$ cat config.mk
export PLATFORM = sky130hd
export DESIGN_NAME = usart_baud_rate_generator
export DESIGN_NICKNAME = d
export VERILOG_FILES = /design/src/hdl/usart_brg_pkg.sv /design/src/hdl/divisor_timer.sv /design/src/hdl/majority_sampler.sv /design/src/hdl/usart_baud_rate_generator.sv
export VERILOG_INCLUDE_DIRS = /design/src /design/src/hdl
export SDC_FILE = /design/constraint.sdc
export NUM_CORES = 1
export LEC_CHECK = 0
export ABC_CLOCK_PERIOD_IN_PS = 3200
export BUFFER_PORTS_ARGS = -buffer_cell sky130_fd_sc_hd__buf_2
export CORE_MARGIN = 2
export CORE_UTILIZATION = 55
export CTS_BUF_LIST = sky130_fd_sc_hd__clkbuf_4
export CTS_CLUSTER_DIAMETER = 150
export DETAILED_ROUTE_END_ITERATION = 12
export HOLD_SLACK_MARGIN = 0.03
export PLACE_DENSITY = 0.86
export SYNTH_ARGS = -nofsm -noshare
export SYNTH_HDL_FRONTEND = slang
export SYNTH_HIERARCHICAL = 1
export SYNTH_SLANG_ARGS = --single-unit
$ cat constraint.sdc
create_clock -name core_clk -period 3.2 [get_ports core_clk]
set_input_delay 0.32 -clock core_clk [delete_from_list [all_inputs] [get_ports core_clk]]
set_output_delay 0.32 -clock core_clk [all_outputs]
set_load 0.05 [all_outputs]
$ cat src/hdl/usart_brg_map.svh
/*
  Register offsets, field positions, reset values and divide ratios of the
  serial port rate generator.
  Assumes it is included by bare name, once per compilation unit or more.
*/
`ifndef USART_BRG_MAP_SVH
`define USART_BRG_MAP_SVH

`define OFF_RX_CTRL       8'h18
`define OFF_TX_CTRL       8'h98
`define OFF_DIVISOR       8'h99

`define RST_RX_CTRL       8'h00
`define RST_TX_CTRL       8'h02
`define RST_DIVISOR       8'h00

`define TXC_MASTER_BIT    7
`define TXC_SYNC_BIT      4
`define TXC_HIGH_BIT      2
`define TXC_TSR_BIT       1
`define TX_WR_MASK        8'hf5
`define RX_WR_MASK        8'hf8

`define POST_LAST_LOW     6'h3f
`define POST_LAST_HIGH    6'h0f
`define POST_LAST_SYNC    6'h03
`define RATIO_LOW         7'h40
`define RATIO_HIGH        7'h10
`define RATIO_SYNC        7'h04

`endif

$ cat src/hdl/usart_brg_pkg.sv
/*
  Types shared by the rate generator files.
  Assumes the map header supplies all numeric constants.
*/
`default_nettype none

package usart_brg_pkg;

  typedef enum logic [1:0] {
    MODE_ASYNC_LOW   = 2'b00,
    MODE_ASYNC_HIGH  = 2'b01,
    MODE_SYNC_MASTER = 2'b10,
    MODE_SYNC_SLAVE  = 2'b11
  } rate_mode_t;

  typedef struct packed {
    logic sample_tick;
    logic shift_tick;
  } rate_ticks_t;

endpackage

`default_nettype wire
$ cat src/hdl/divisor_timer.sv
/*
  Free-running reloadable timer: one tick every divisor+1 clocks.
  Assumes clear and divisor come from logic on the same clock.
*/
`default_nettype none

module divisor_timer #(
  parameter int DIV_WIDTH = 8
) (
  input  wire logic                 core_clk,
  input  wire logic                 rstn,
  input  wire logic                 clear,
  input  wire logic [DIV_WIDTH-1:0] divisor,
  output logic                      tick
);

  logic [DIV_WIDTH-1:0] count_q;
  logic                 tick_q;

  if (DIV_WIDTH < 1 || DIV_WIDTH > 16)
  begin : g_width_check
    $error("divisor_timer: DIV_WIDTH out of range");
  end

  always_ff @(posedge core_clk)
  begin
    if (!rstn)
      count_q <= '0;
    else if (clear)
      count_q <= '0;
    else if (count_q == divisor)
      count_q <= '0;
    else
      count_q <= count_q + 1'b1;
  end

  // a tick pending in the write cycle is dropped so the new rate starts clean
  always_ff @(posedge core_clk)
  begin
    if (!rstn)
      tick_q <= 1'b0;
    else
      tick_q <= !clear && (count_q == divisor);
  end

  assign tick = tick_q;

endmodule

`default_nettype wire

$ cat src/hdl/majority_sampler.sv
/*
  Receive pin synchroniser and three-sample majority vote.
  Assumes rx_pin is asynchronous; sample_en is a one-cycle pulse.
*/
`default_nettype none

module majority_sampler (
  input  wire logic core_clk,
  input  wire logic rstn,
  input  wire logic rx_pin,
  input  wire logic sample_en,
  output logic      rx_level
);

  logic       sync1_q;
  logic       sync2_q;
  logic [2:0] samples_q;
  logic       level_q;

  // idle line is high, so samples reset high to avoid a false start bit
  always_ff @(posedge core_clk)
  begin
    if (!rstn)
    begin
      sync1_q <= 1'b1;
      sync2_q <= 1'b1;
    end
    else
    begin
      sync1_q <= rx_pin;
      sync2_q <= sync1_q;
    end
  end

  always_ff @(posedge core_clk)
  begin
    if (!rstn)
      samples_q <= 3'h7;
    else if (sample_en)
      samples_q <= {samples_q[1:0], sync2_q};
  end

  always_ff @(posedge core_clk)
  begin
    if (!rstn)
      level_q <= 1'b1;
    else
      level_q <= (samples_q[0] & samples_q[1]) | (samples_q[0] & samples_q[2])
               | (samples_q[1] & samples_q[2]);
  end

  assign rx_level = level_q;
endmodule

`default_nettype wire

$ cat src/hdl/usart_baud_rate_generator.sv
/*
  Serial port rate generator: register file, divisor timer, post-divider
  for the shift rate and the receive pin majority sampler.
  Assumes a register master on core_clk with one-cycle strobes, and
  transmit/receive shift logic on the same clock using the tick outputs.
*/
`default_nettype none

`include "usart_brg_map.svh"

module usart_baud_rate_generator #(
  parameter int ADDR_W = 8
) (
  input  wire logic              core_clk,
  input  wire logic              rstn,
  input  wire logic [ADDR_W-1:0] reg_addr,
  input  wire logic [7:0]        reg_wdata,
  input  wire logic              reg_wr,
  input  wire logic              reg_rd,
  output logic      [7:0]        reg_rdata,
  input  wire logic              tsr_empty,
  input  wire logic              frame_err,
  input  wire logic              overrun_err,
  input  wire logic              rx_ninth,
  input  wire logic              shared_receive_pin,
  output logic      [7:0]        tx_ctrl,
  output logic      [7:0]        rx_ctrl,
  output usart_brg_pkg::rate_ticks_t ticks,
  output logic                   rx_level
);

  logic [7:0]                transmit_status_control_q;
  logic [7:0]                receive_status_control_q;
  logic [7:0]                baud_divisor_reg_q;
  logic [7:0]                rdata_q;
  logic [7:0]                rdata_d;
  logic                      div_wr;
  logic                      tx_wr;
  logic                      rx_wr;
  logic                      sync_sel;
  logic                      high_speed_select;
  logic                      master_sel;
  usart_brg_pkg::rate_mode_t mode;
  usart_brg_pkg::rate_mode_t mode_q;
  logic                      mode_chg;
  logic                      timer_tick;
  logic [5:0]                post_q;
  logic [5:0]                post_last;
  logic                      wrap;
  usart_brg_pkg::rate_ticks_t ticks_q;

  if (ADDR_W < 8)
  begin : g_addr_check
    $error("usart_baud_rate_generator: ADDR_W must be at least 8");
  end

  assign div_wr = reg_wr && (reg_addr == ADDR_W'(`OFF_DIVISOR));
  assign tx_wr  = reg_wr && (reg_addr == ADDR_W'(`OFF_TX_CTRL));
  assign rx_wr  = reg_wr && (reg_addr == ADDR_W'(`OFF_RX_CTRL));

  always_ff @(posedge core_clk)
  begin
    if (!rstn)
      baud_divisor_reg_q <= `RST_DIVISOR;
    else if (div_wr)
      baud_divisor_reg_q <= reg_wdata;
  end

  always_ff @(posedge core_clk)
  begin
    if (!rstn)
      transmit_status_control_q <= `RST_TX_CTRL;
    else if (tx_wr)
      transmit_status_control_q <= reg_wdata & `TX_WR_MASK;
  end

  always_ff @(posedge core_clk)
  begin
    if (!rstn)
      receive_status_control_q <= `RST_RX_CTRL;
    else if (rx_wr)
      receive_status_control_q <= reg_wdata & `RX_WR_MASK;
  end

  // status bits owned by the shift logic are read live, never stored here
  always_comb
  begin
    rdata_d = 8'h00;
    if (!reg_rd)
      rdata_d = 8'h00;
    else if (reg_addr == ADDR_W'(`OFF_DIVISOR))
      rdata_d = baud_divisor_reg_q;
    else if (reg_addr == ADDR_W'(`OFF_TX_CTRL))
    begin
      rdata_d = transmit_status_control_q & `TX_WR_MASK;
      rdata_d[`TXC_TSR_BIT] = tsr_empty;
    end
    else if (reg_addr == ADDR_W'(`OFF_RX_CTRL))
      rdata_d = (receive_status_control_q & `RX_WR_MASK)
              | {5'h00, frame_err, overrun_err, rx_ninth};
    else
      rdata_d = 8'h00;
  end

  always_ff @(posedge core_clk)
  begin
    if (!rstn)
      rdata_q <= 8'h00;
    else
      rdata_q <= rdata_d;
  end

  assign sync_sel          = transmit_status_control_q[`TXC_SYNC_BIT];
  assign high_speed_select = transmit_status_control_q[`TXC_HIGH_BIT];
  assign master_sel        = transmit_status_control_q[`TXC_MASTER_BIT];

  always_comb
  begin
    mode = usart_brg_pkg::MODE_ASYNC_LOW;
    if (!sync_sel)
      mode = high_speed_select ? usart_brg_pkg::MODE_ASYNC_HIGH
                               : usart_brg_pkg::MODE_ASYNC_LOW;
    else
      mode = master_sel ? usart_brg_pkg::MODE_SYNC_MASTER
                        : usart_brg_pkg::MODE_SYNC_SLAVE;
  end

  always_ff @(posedge core_clk)
  begin
    if (!rstn)
      mode_q <= usart_brg_pkg::MODE_ASYNC_LOW;
    else
      mode_q <= mode;
  end

  assign mode_chg = (mode != mode_q);

  // one timer for every mode; the post-divider ratio and the gating of the two ticks differ
  divisor_timer #(
    .DIV_WIDTH (8)
  ) u_timer (
    .core_clk (core_clk),
    .rstn     (rstn),
    .clear    (div_wr),
    .divisor  (baud_divisor_reg_q),
    .tick     (timer_tick)
  );

  always_comb
  begin
    post_last = `POST_LAST_LOW;
    case (mode)
      usart_brg_pkg::MODE_ASYNC_LOW:   post_last = `POST_LAST_LOW;
      usart_brg_pkg::MODE_ASYNC_HIGH:  post_last = `POST_LAST_HIGH;
      usart_brg_pkg::MODE_SYNC_MASTER: post_last = `POST_LAST_SYNC;
      usart_brg_pkg::MODE_SYNC_SLAVE:  post_last = `POST_LAST_SYNC;
      default:                         post_last = `POST_LAST_LOW;
    endcase
  end

  // greater-or-equal guards against a shorter ratio chosen mid-count
  assign wrap = timer_tick && (post_q >= post_last) && !div_wr && !mode_chg;

  always_ff @(posedge core_clk)
  begin
    if (!rstn)
      post_q <= 6'h00;
    else if (div_wr || mode_chg)
      post_q <= 6'h00;
    else if (timer_tick)
      post_q <= (post_q >= post_last) ? 6'h00 : post_q + 6'h01;
  end

  always_ff @(posedge core_clk)
  begin
    if (!rstn)
      ticks_q <= '0;
    else
    begin
      ticks_q.shift_tick  <= wrap && (mode != usart_brg_pkg::MODE_SYNC_SLAVE);
      ticks_q.sample_tick <= timer_tick && !sync_sel;
    end
  end

  majority_sampler u_sampler (
    .core_clk  (core_clk),
    .rstn      (rstn),
    .rx_pin    (shared_receive_pin),
    .sample_en (timer_tick),
    .rx_level  (rx_level)
  );

  assign reg_rdata = rdata_q;
  assign tx_ctrl   = transmit_status_control_q;
  assign rx_ctrl   = receive_status_control_q;
  assign ticks     = ticks_q;

  // helper counters that only the checks below read
  logic [8:0] gap_q;
  logic       dirty_q;
  logic [6:0] tk_q;
  logic [6:0] ratio_q;

  always_ff @(posedge core_clk)
  begin
    if (!rstn)
    begin
      gap_q   <= 9'h000;
      dirty_q <= 1'b1;
    end
    else
    begin
      gap_q   <= (div_wr || timer_tick) ? 9'h000 : gap_q + 9'h001;
      dirty_q <= div_wr ? 1'b1 : (timer_tick ? 1'b0 : dirty_q);
    end
  end

  always_ff @(posedge core_clk)
  begin
    if (!rstn)
      tk_q <= 7'h00;
    else if (div_wr || mode_chg)
      tk_q <= 7'h00;
    else
      tk_q <= (ticks_q.shift_tick ? 7'h00 : tk_q) + {6'h00, timer_tick};
  end

  always_comb
  begin
    ratio_q = `RATIO_LOW;
    case (mode_q)
      usart_brg_pkg::MODE_ASYNC_HIGH:  ratio_q = `RATIO_HIGH;
      usart_brg_pkg::MODE_SYNC_MASTER: ratio_q = `RATIO_SYNC;
      usart_brg_pkg::MODE_SYNC_SLAVE:  ratio_q = `RATIO_SYNC;
      default:                         ratio_q = `RATIO_LOW;
    endcase
  end
endmodule

`default_nettype wire

== After elaboration in Yosys (flattened, before gate mapping) ==
Index checks and enable logic that the tools add are counted.
Word-level totals
  bits in registers: 53
  input bits: 25
  output and inout bits: 27
  word-level logic and storage cells: 59
Cells by class
  add/subtract/negate cells: 2
  order comparisons: 1
  equality and inequality tests: 9
  mux-type cells: 8
  bitwise operators: 7
  reductions and logical operators: 18
Operators with widths (count)
  two-way mux 8 bit: 3
  case mux 6 bit (3 select lines): 1
  equality test 8 bit, second input constant: 2
  logical AND 1 bit: 9
  adder 8 x 1 -> 8 bit, second input constant: 1
  equality test 8 x 5 -> 1 bit, second input constant: 1
  equality test 8 bit: 1
  OR 8 x 3 -> 8 bit: 1
  adder 6 x 1 -> 6 bit, second input constant: 1
  greater-or-equal comparator 6 bit: 1
  two-way mux 6 bit: 1
  equality test 2 bit, second input constant: 2
  OR reduction 2 bit: 2
  AND 1 bit: 3
  zero test 1 bit: 3
  OR reduction 3 bit: 1
  equality test 2 x 1 -> 1 bit, second input constant: 1
  zero test 2 bit: 1
  two-way mux 1 bit: 2
  two-way mux 2 bit: 1
  inequality test 2 bit: 1
  inequality test 2 bit, second input constant: 1
  OR 1 bit: 2
  AND reduction 2 bit: 1
  2 further kinds: 2

== Logic depth before layout (Yosys ltp) ==
  depth in word-level cells: 10
  mapped depth: 7
  gate-level depth less buffers: 6

== Modules after synthesis ==
The synthesis kept the hierarchy.
By module, submodules not included
  usart_baud_rate_generator: times used 1, cells an instance 179, area an instance 1750.4 um2
  divisor_timer: times used 1, cells an instance 48, area an instance 508.0 um2
  majority_sampler: times used 1, cells an instance 17, area an instance 187.7 um2

== Least setup slack after synthesis ==
Ideal clock, no wire load.
  kind: input-to-reg
  from: in reg_addr[6]
  to: reg u_timer.count_q[5]
  setup time: 0.148 ns
  arrival: 1.756 ns
  data required time: 3.052 ns
  path slack: 1.296 ns
  cell stages on the path: 7
  cells stage by stage: or4b_1 buf_2 nor3_1 buf_4 nand2b_1 buf_1 a221oi_1
On the way
  cells in the longest elaborated chain, start to end: 3
Ends and longest elaborated chain
  from (decl): RTL line usart_baud_rate_generator.sv:16  | input wire logic [ADDR_W-1:0] reg_addr,
  equality test 8 bit: RTL line usart_baud_rate_generator.sv:57  | assign div_wr = reg_wr && (reg_addr == ADDR_W'(`OFF_DIVISOR));
  logical AND 1 bit: RTL line usart_baud_rate_generator.sv:57
  named net div_wr: RTL line usart_baud_rate_generator.sv:37  | logic div_wr;
  OR reduction 3 bit (no source line)
  to (signal assigned): RTL line divisor_timer.sv:34  | count_q <= count_q + 1'b1;
  to (decl): RTL line divisor_timer.sv:17  | logic [DIV_WIDTH-1:0] count_q;
The timed path passes the listed nets, and every way through them passes these cells.
A chain may end at the register's enable or synchronous reset.

== Final worst setup path ==
  from: reg transmit_status_control_q[4] (netlist: tx_ctrl[4])
  to: reg post_q[2]
On the way
  cells in the longest elaborated chain, start to end: 6
  elaborated cells between the ends (all ways): 12
Ends and longest elaborated chain
  from (decl): RTL line usart_baud_rate_generator.sv:32  | logic [7:0] transmit_status_control_q;
  from (signal assigned): RTL line usart_baud_rate_generator.sv:72  | transmit_status_control_q <= `RST_TX_CTRL;
  from (signal assigned): RTL line usart_baud_rate_generator.sv:74  | transmit_status_control_q <= reg_wdata & `TX_WR_MASK;
  two-way mux 2 bit *: RTL line usart_baud_rate_generator.sv:120  | if (!sync_sel)
  equality test 2 bit: RTL line usart_baud_rate_generator.sv:152  | case (mode)
  OR reduction 2 bit (no source line)
  case mux 6 bit (3 select lines): RTL line usart_baud_rate_generator.sv:152
  greater-or-equal comparator 6 bit: RTL line usart_baud_rate_generator.sv:171  | post_q <= (post_q >= post_last) ? 6'h00 : post_q + 6'h01;
  two-way mux 6 bit: RTL line usart_baud_rate_generator.sv:171
  to (signal assigned): RTL line usart_baud_rate_generator.sv:171
  to (decl): RTL line usart_baud_rate_generator.sv:47  | logic [5:0] post_q;
Mark *: on every way between the ends. The rest lies on a longest branch, timed or not. The select of a mux whose other input is x is not followed.

==> impl_metrics.env <==
export IMPL_clkTransAtPathRegs_ns=0.15
export IMPL_synthFlopType="dfxtp_1"
export IMPL_num_nets_final=316
export IMPL_r2r_end="post_q[2]"
export IMPL_wl_per_cell_um=14.57
export IMPL_syn_to_final_growth_pct=11.10
export IMPL_syn_inst=244
export IMPL_clock_skew_ns=0.008548
export IMPL_synth_seq_area_share_pct=43.38
export IMPL_endpoint_kind="flip-flop"
export IMPL_via_count=1847
export IMPL_grt_pass1_vias=1824
export IMPL_grt_ovfl_total=0
export IMPL_required_ns=3.51
export IMPL_hold_buffers=0
export IMPL_worstHoldStart="shared_receive_pin"
export IMPL_io_pins=52
export IMPL_max_cap_viol_count=0
export IMPL_cts_tree="built"
export IMPL_ctsResizeCount=0
export IMPL_grt_usage_pct=20.67
export IMPL_status="finished clean"
export IMPL_cp_arrival_ns=2.24
export IMPL_hold_path_class="input port to flip-flop"
export IMPL_start_util_pct=56.57
export IMPL_yosys_warnings=6
export IMPL_drive_gt1_share_pct=24.48
export IMPL_cts_buffer_depth=2
export IMPL_die_w_um=70.69
export IMPL_cts_root_buf="clkbuf_4"
export IMPL_r2r_slack_ns=1.27
export IMPL_worst_pin_slew_ns=0.5636
export IMPL_post_cts_buffers=0
export IMPL_core_um2=4324
export IMPL_die_h_um=70.69
export IMPL_worstSetupPathType="flip-flop to flip-flop"
export IMPL_synth_seq_cells=53
export IMPL_antenna_found_initial=0
export IMPL_port_buffers=47
export IMPL_finalSetupViolations=0
export IMPL_min_period_over_period_pct=60.45
export IMPL_dp_hpwl_um=3609
export IMPL_max_freq_mhz=516.9
export IMPL_critPathLaunchType="flip-flop"
export IMPL_firstDrtPassIters=4
export IMPL_relSlewSlack_pct=62.22
export IMPL_vdd_ir_drop_max_v=0.0002181
export IMPL_power_density_nw_per_um2=380.6
export IMPL_totalWireLength_um=4926
export IMPL_maxSlewViolCount=0
export IMPL_p_total_uw=1034
export IMPL_cp_max_fo=12
export IMPL_clk_latency_ns=0.37
export IMPL_synthArstFlopShare_pct=0
export IMPL_die_area_um2=4997
export IMPL_r2r_cells=6
export IMPL_drt_iter0_drc=83
export IMPL_hold_end="u_sampler/sync1_q"
export IMPL_ys_types=41
export IMPL_synth_edf_count=0
export IMPL_cts_buffers=5
export IMPL_min_period_ns=1.935
export IMPL_grt_max_degree=35
export IMPL_diodes=0
export IMPL_cts_htree_levels=2
export IMPL_syn_area_um2=2446
export IMPL_via_per_inst=5.464
export IMPL_clkSinkCount=53
export IMPL_rsz0062_at_grt="no"
export IMPL_final_antenna_net_count=0
export IMPL_timing_rr_start="tx_ctrl[4]"
export IMPL_grt_pass1_wl_um=8431
export IMPL_syn_avg_cell_area_um2=10.02
export IMPL_setup_tns_ns=0
export IMPL_finalHoldViolations=0
export IMPL_drc_errors=0
export IMPL_power_leakage_uw=0.001123
export IMPL_gp_congestion=0.8011
export IMPL_holdPathStages=2
export IMPL_num_rows=24
worst max path at each step:
stage / from / to
after detailed placement: reg_addr[6] / baud_divisor_reg_q[7]
after floorplan: reg_addr[6] / u_timer/count_q[5]
after global routing: tx_ctrl[4] / post_q[3]
after global placement: reg_addr[6] / baud_divisor_reg_q[5]
after CTS: tx_ctrl[4] / post_q[2]
final: tx_ctrl[4] / post_q[2]
cells in the final DEF, fill, tap and decap left out, drive strengths merged, types with 5 or more instances in the layout:
cell / instances
a211oi: 9
nor2: 13
nand3: 5
o21ai: 9
nand2: 15
nor2b: 23
dfxtp: 53
xor2: 14
buf: 48
clkbuf: 5
nor3: 11
mux2i: 23
ha: 6
metal layers:
layer | wire (µm) | up-vias | track usage (%)
li1 | - | 923 | -
met1 | 2242 | 866 | 26.64
met2 | 2359 | 49 | 33.75
met3 | 260 | 9 | 5.413
met4 | 64 | 0 | 7.128
met5 | 0 | - | 0
worst max-delay path, stage by stage, from the launching register on:
cell,delay (ns)
dfxtp_1,0.46
or2_2,0.36
ha_1,0.31
a21oi_1,0.18
o22ai_1,0.10
o21a_1,0.26
nor3_1,0.21
power by group:
group | switching, µW | internal (µW)
Sequential | 7.48 | 667
Clock | 202 | 80.1
Combinational | 48.8 | 28.8
Total | 258 | 776
layout make-up:
class                           instances  area (µm²)
Timing Repair Buffer                   48       242.7
Sequential cell                        53        1061
Multi-Input combinational cell        173        1284
Clock inverter                          3       12.51
Clock buffer                            5       37.54
Fill cell                             373        1607
Inverter                                4       15.01
Tap cell                               52       65.06
registers in the layout, summed over array words and instances, names as in the netlist:
| name | count |
|---|---|
| u_timer/tick | 1 |
| mode_q | 2 |
| rx_ctrl | 5 |
| tx_ctrl | 7 |
| post_q | 6 |
| baud_divisor_reg_q | 8 |
| u_sampler/samples_q | 3 |
| u_sampler/sync1_q | 1 |
| u_sampler/sync2_q | 1 |
| ticks | 2 |
| reg_rdata | 8 |
| u_timer/count_q | 8 |
| u_sampler/rx_level | 1 |
synth_stat cells, types with 2 or more instances:
library cell	instances	area [µm²]
ha_1	6	75.07
a21oi_1	4	20.02
xor2_2	2	32.53
clkbuf_1	7	26.28
and3_1	2	12.51
nand3_1	5	25.02
or3_1	3	18.77
nor3_2	3	30.03
nand2b_1	4	25.02
inv_1	4	15.01
a211oi_2	4	50.05
dfxtp_1	53	1061
nand2_1	15	56.30
xor2_1	12	105.1
buf_4	6	45.04
nor3_1	7	35.03
xnor2_1	4	35.03
o22ai_1	4	25.02
buf_6	2	22.52
a211oi_1	5	37.54
o21ai_0	9	45.04
a221oi_1	3	26.28
nor2b_1	23	143.9
nand4_1	4	25.02
mux2i_1	23	230.2
nor2_1	13	48.80
nor4_4	3	63.81
through the flow:
step	cells	worst slack [ns]	utilization (%)	area (µm²)	hold WS [ns]
global placement	330	0.9898	61.69	2668	0.3915
floorplan	247	1.296	-	2457	0.3819
finish	338	1.265	62.85	2718	0.1190
global route	338	1.097	62.85	2718	0.1357
CTS	338	1.278	62.85	2718	0.1163
detailed placement	330	0.9410	61.69	2668	0.3963
kinds of logic (layout without fill, tap and decap cells):
| group | Yosys count | after routing | synth area share (%) |
|---|---|---|---|
| fa+ha+maj | 6 | 6 | 3.069 |
| buf+inv | 21 | 60 | 4.808 |
| flops | 53 | 53 | 43.38 |
| mux | 23 | 23 | 9.412 |
| simple gates | 91 | 91 | 23.17 |
| compound gates | 31 | 31 | 8.952 |
| other cells | 1 | 4 | 0.1533 |
| xor+xnor | 18 | 18 | 7.059 |
(Power assumes the default switching activity.)
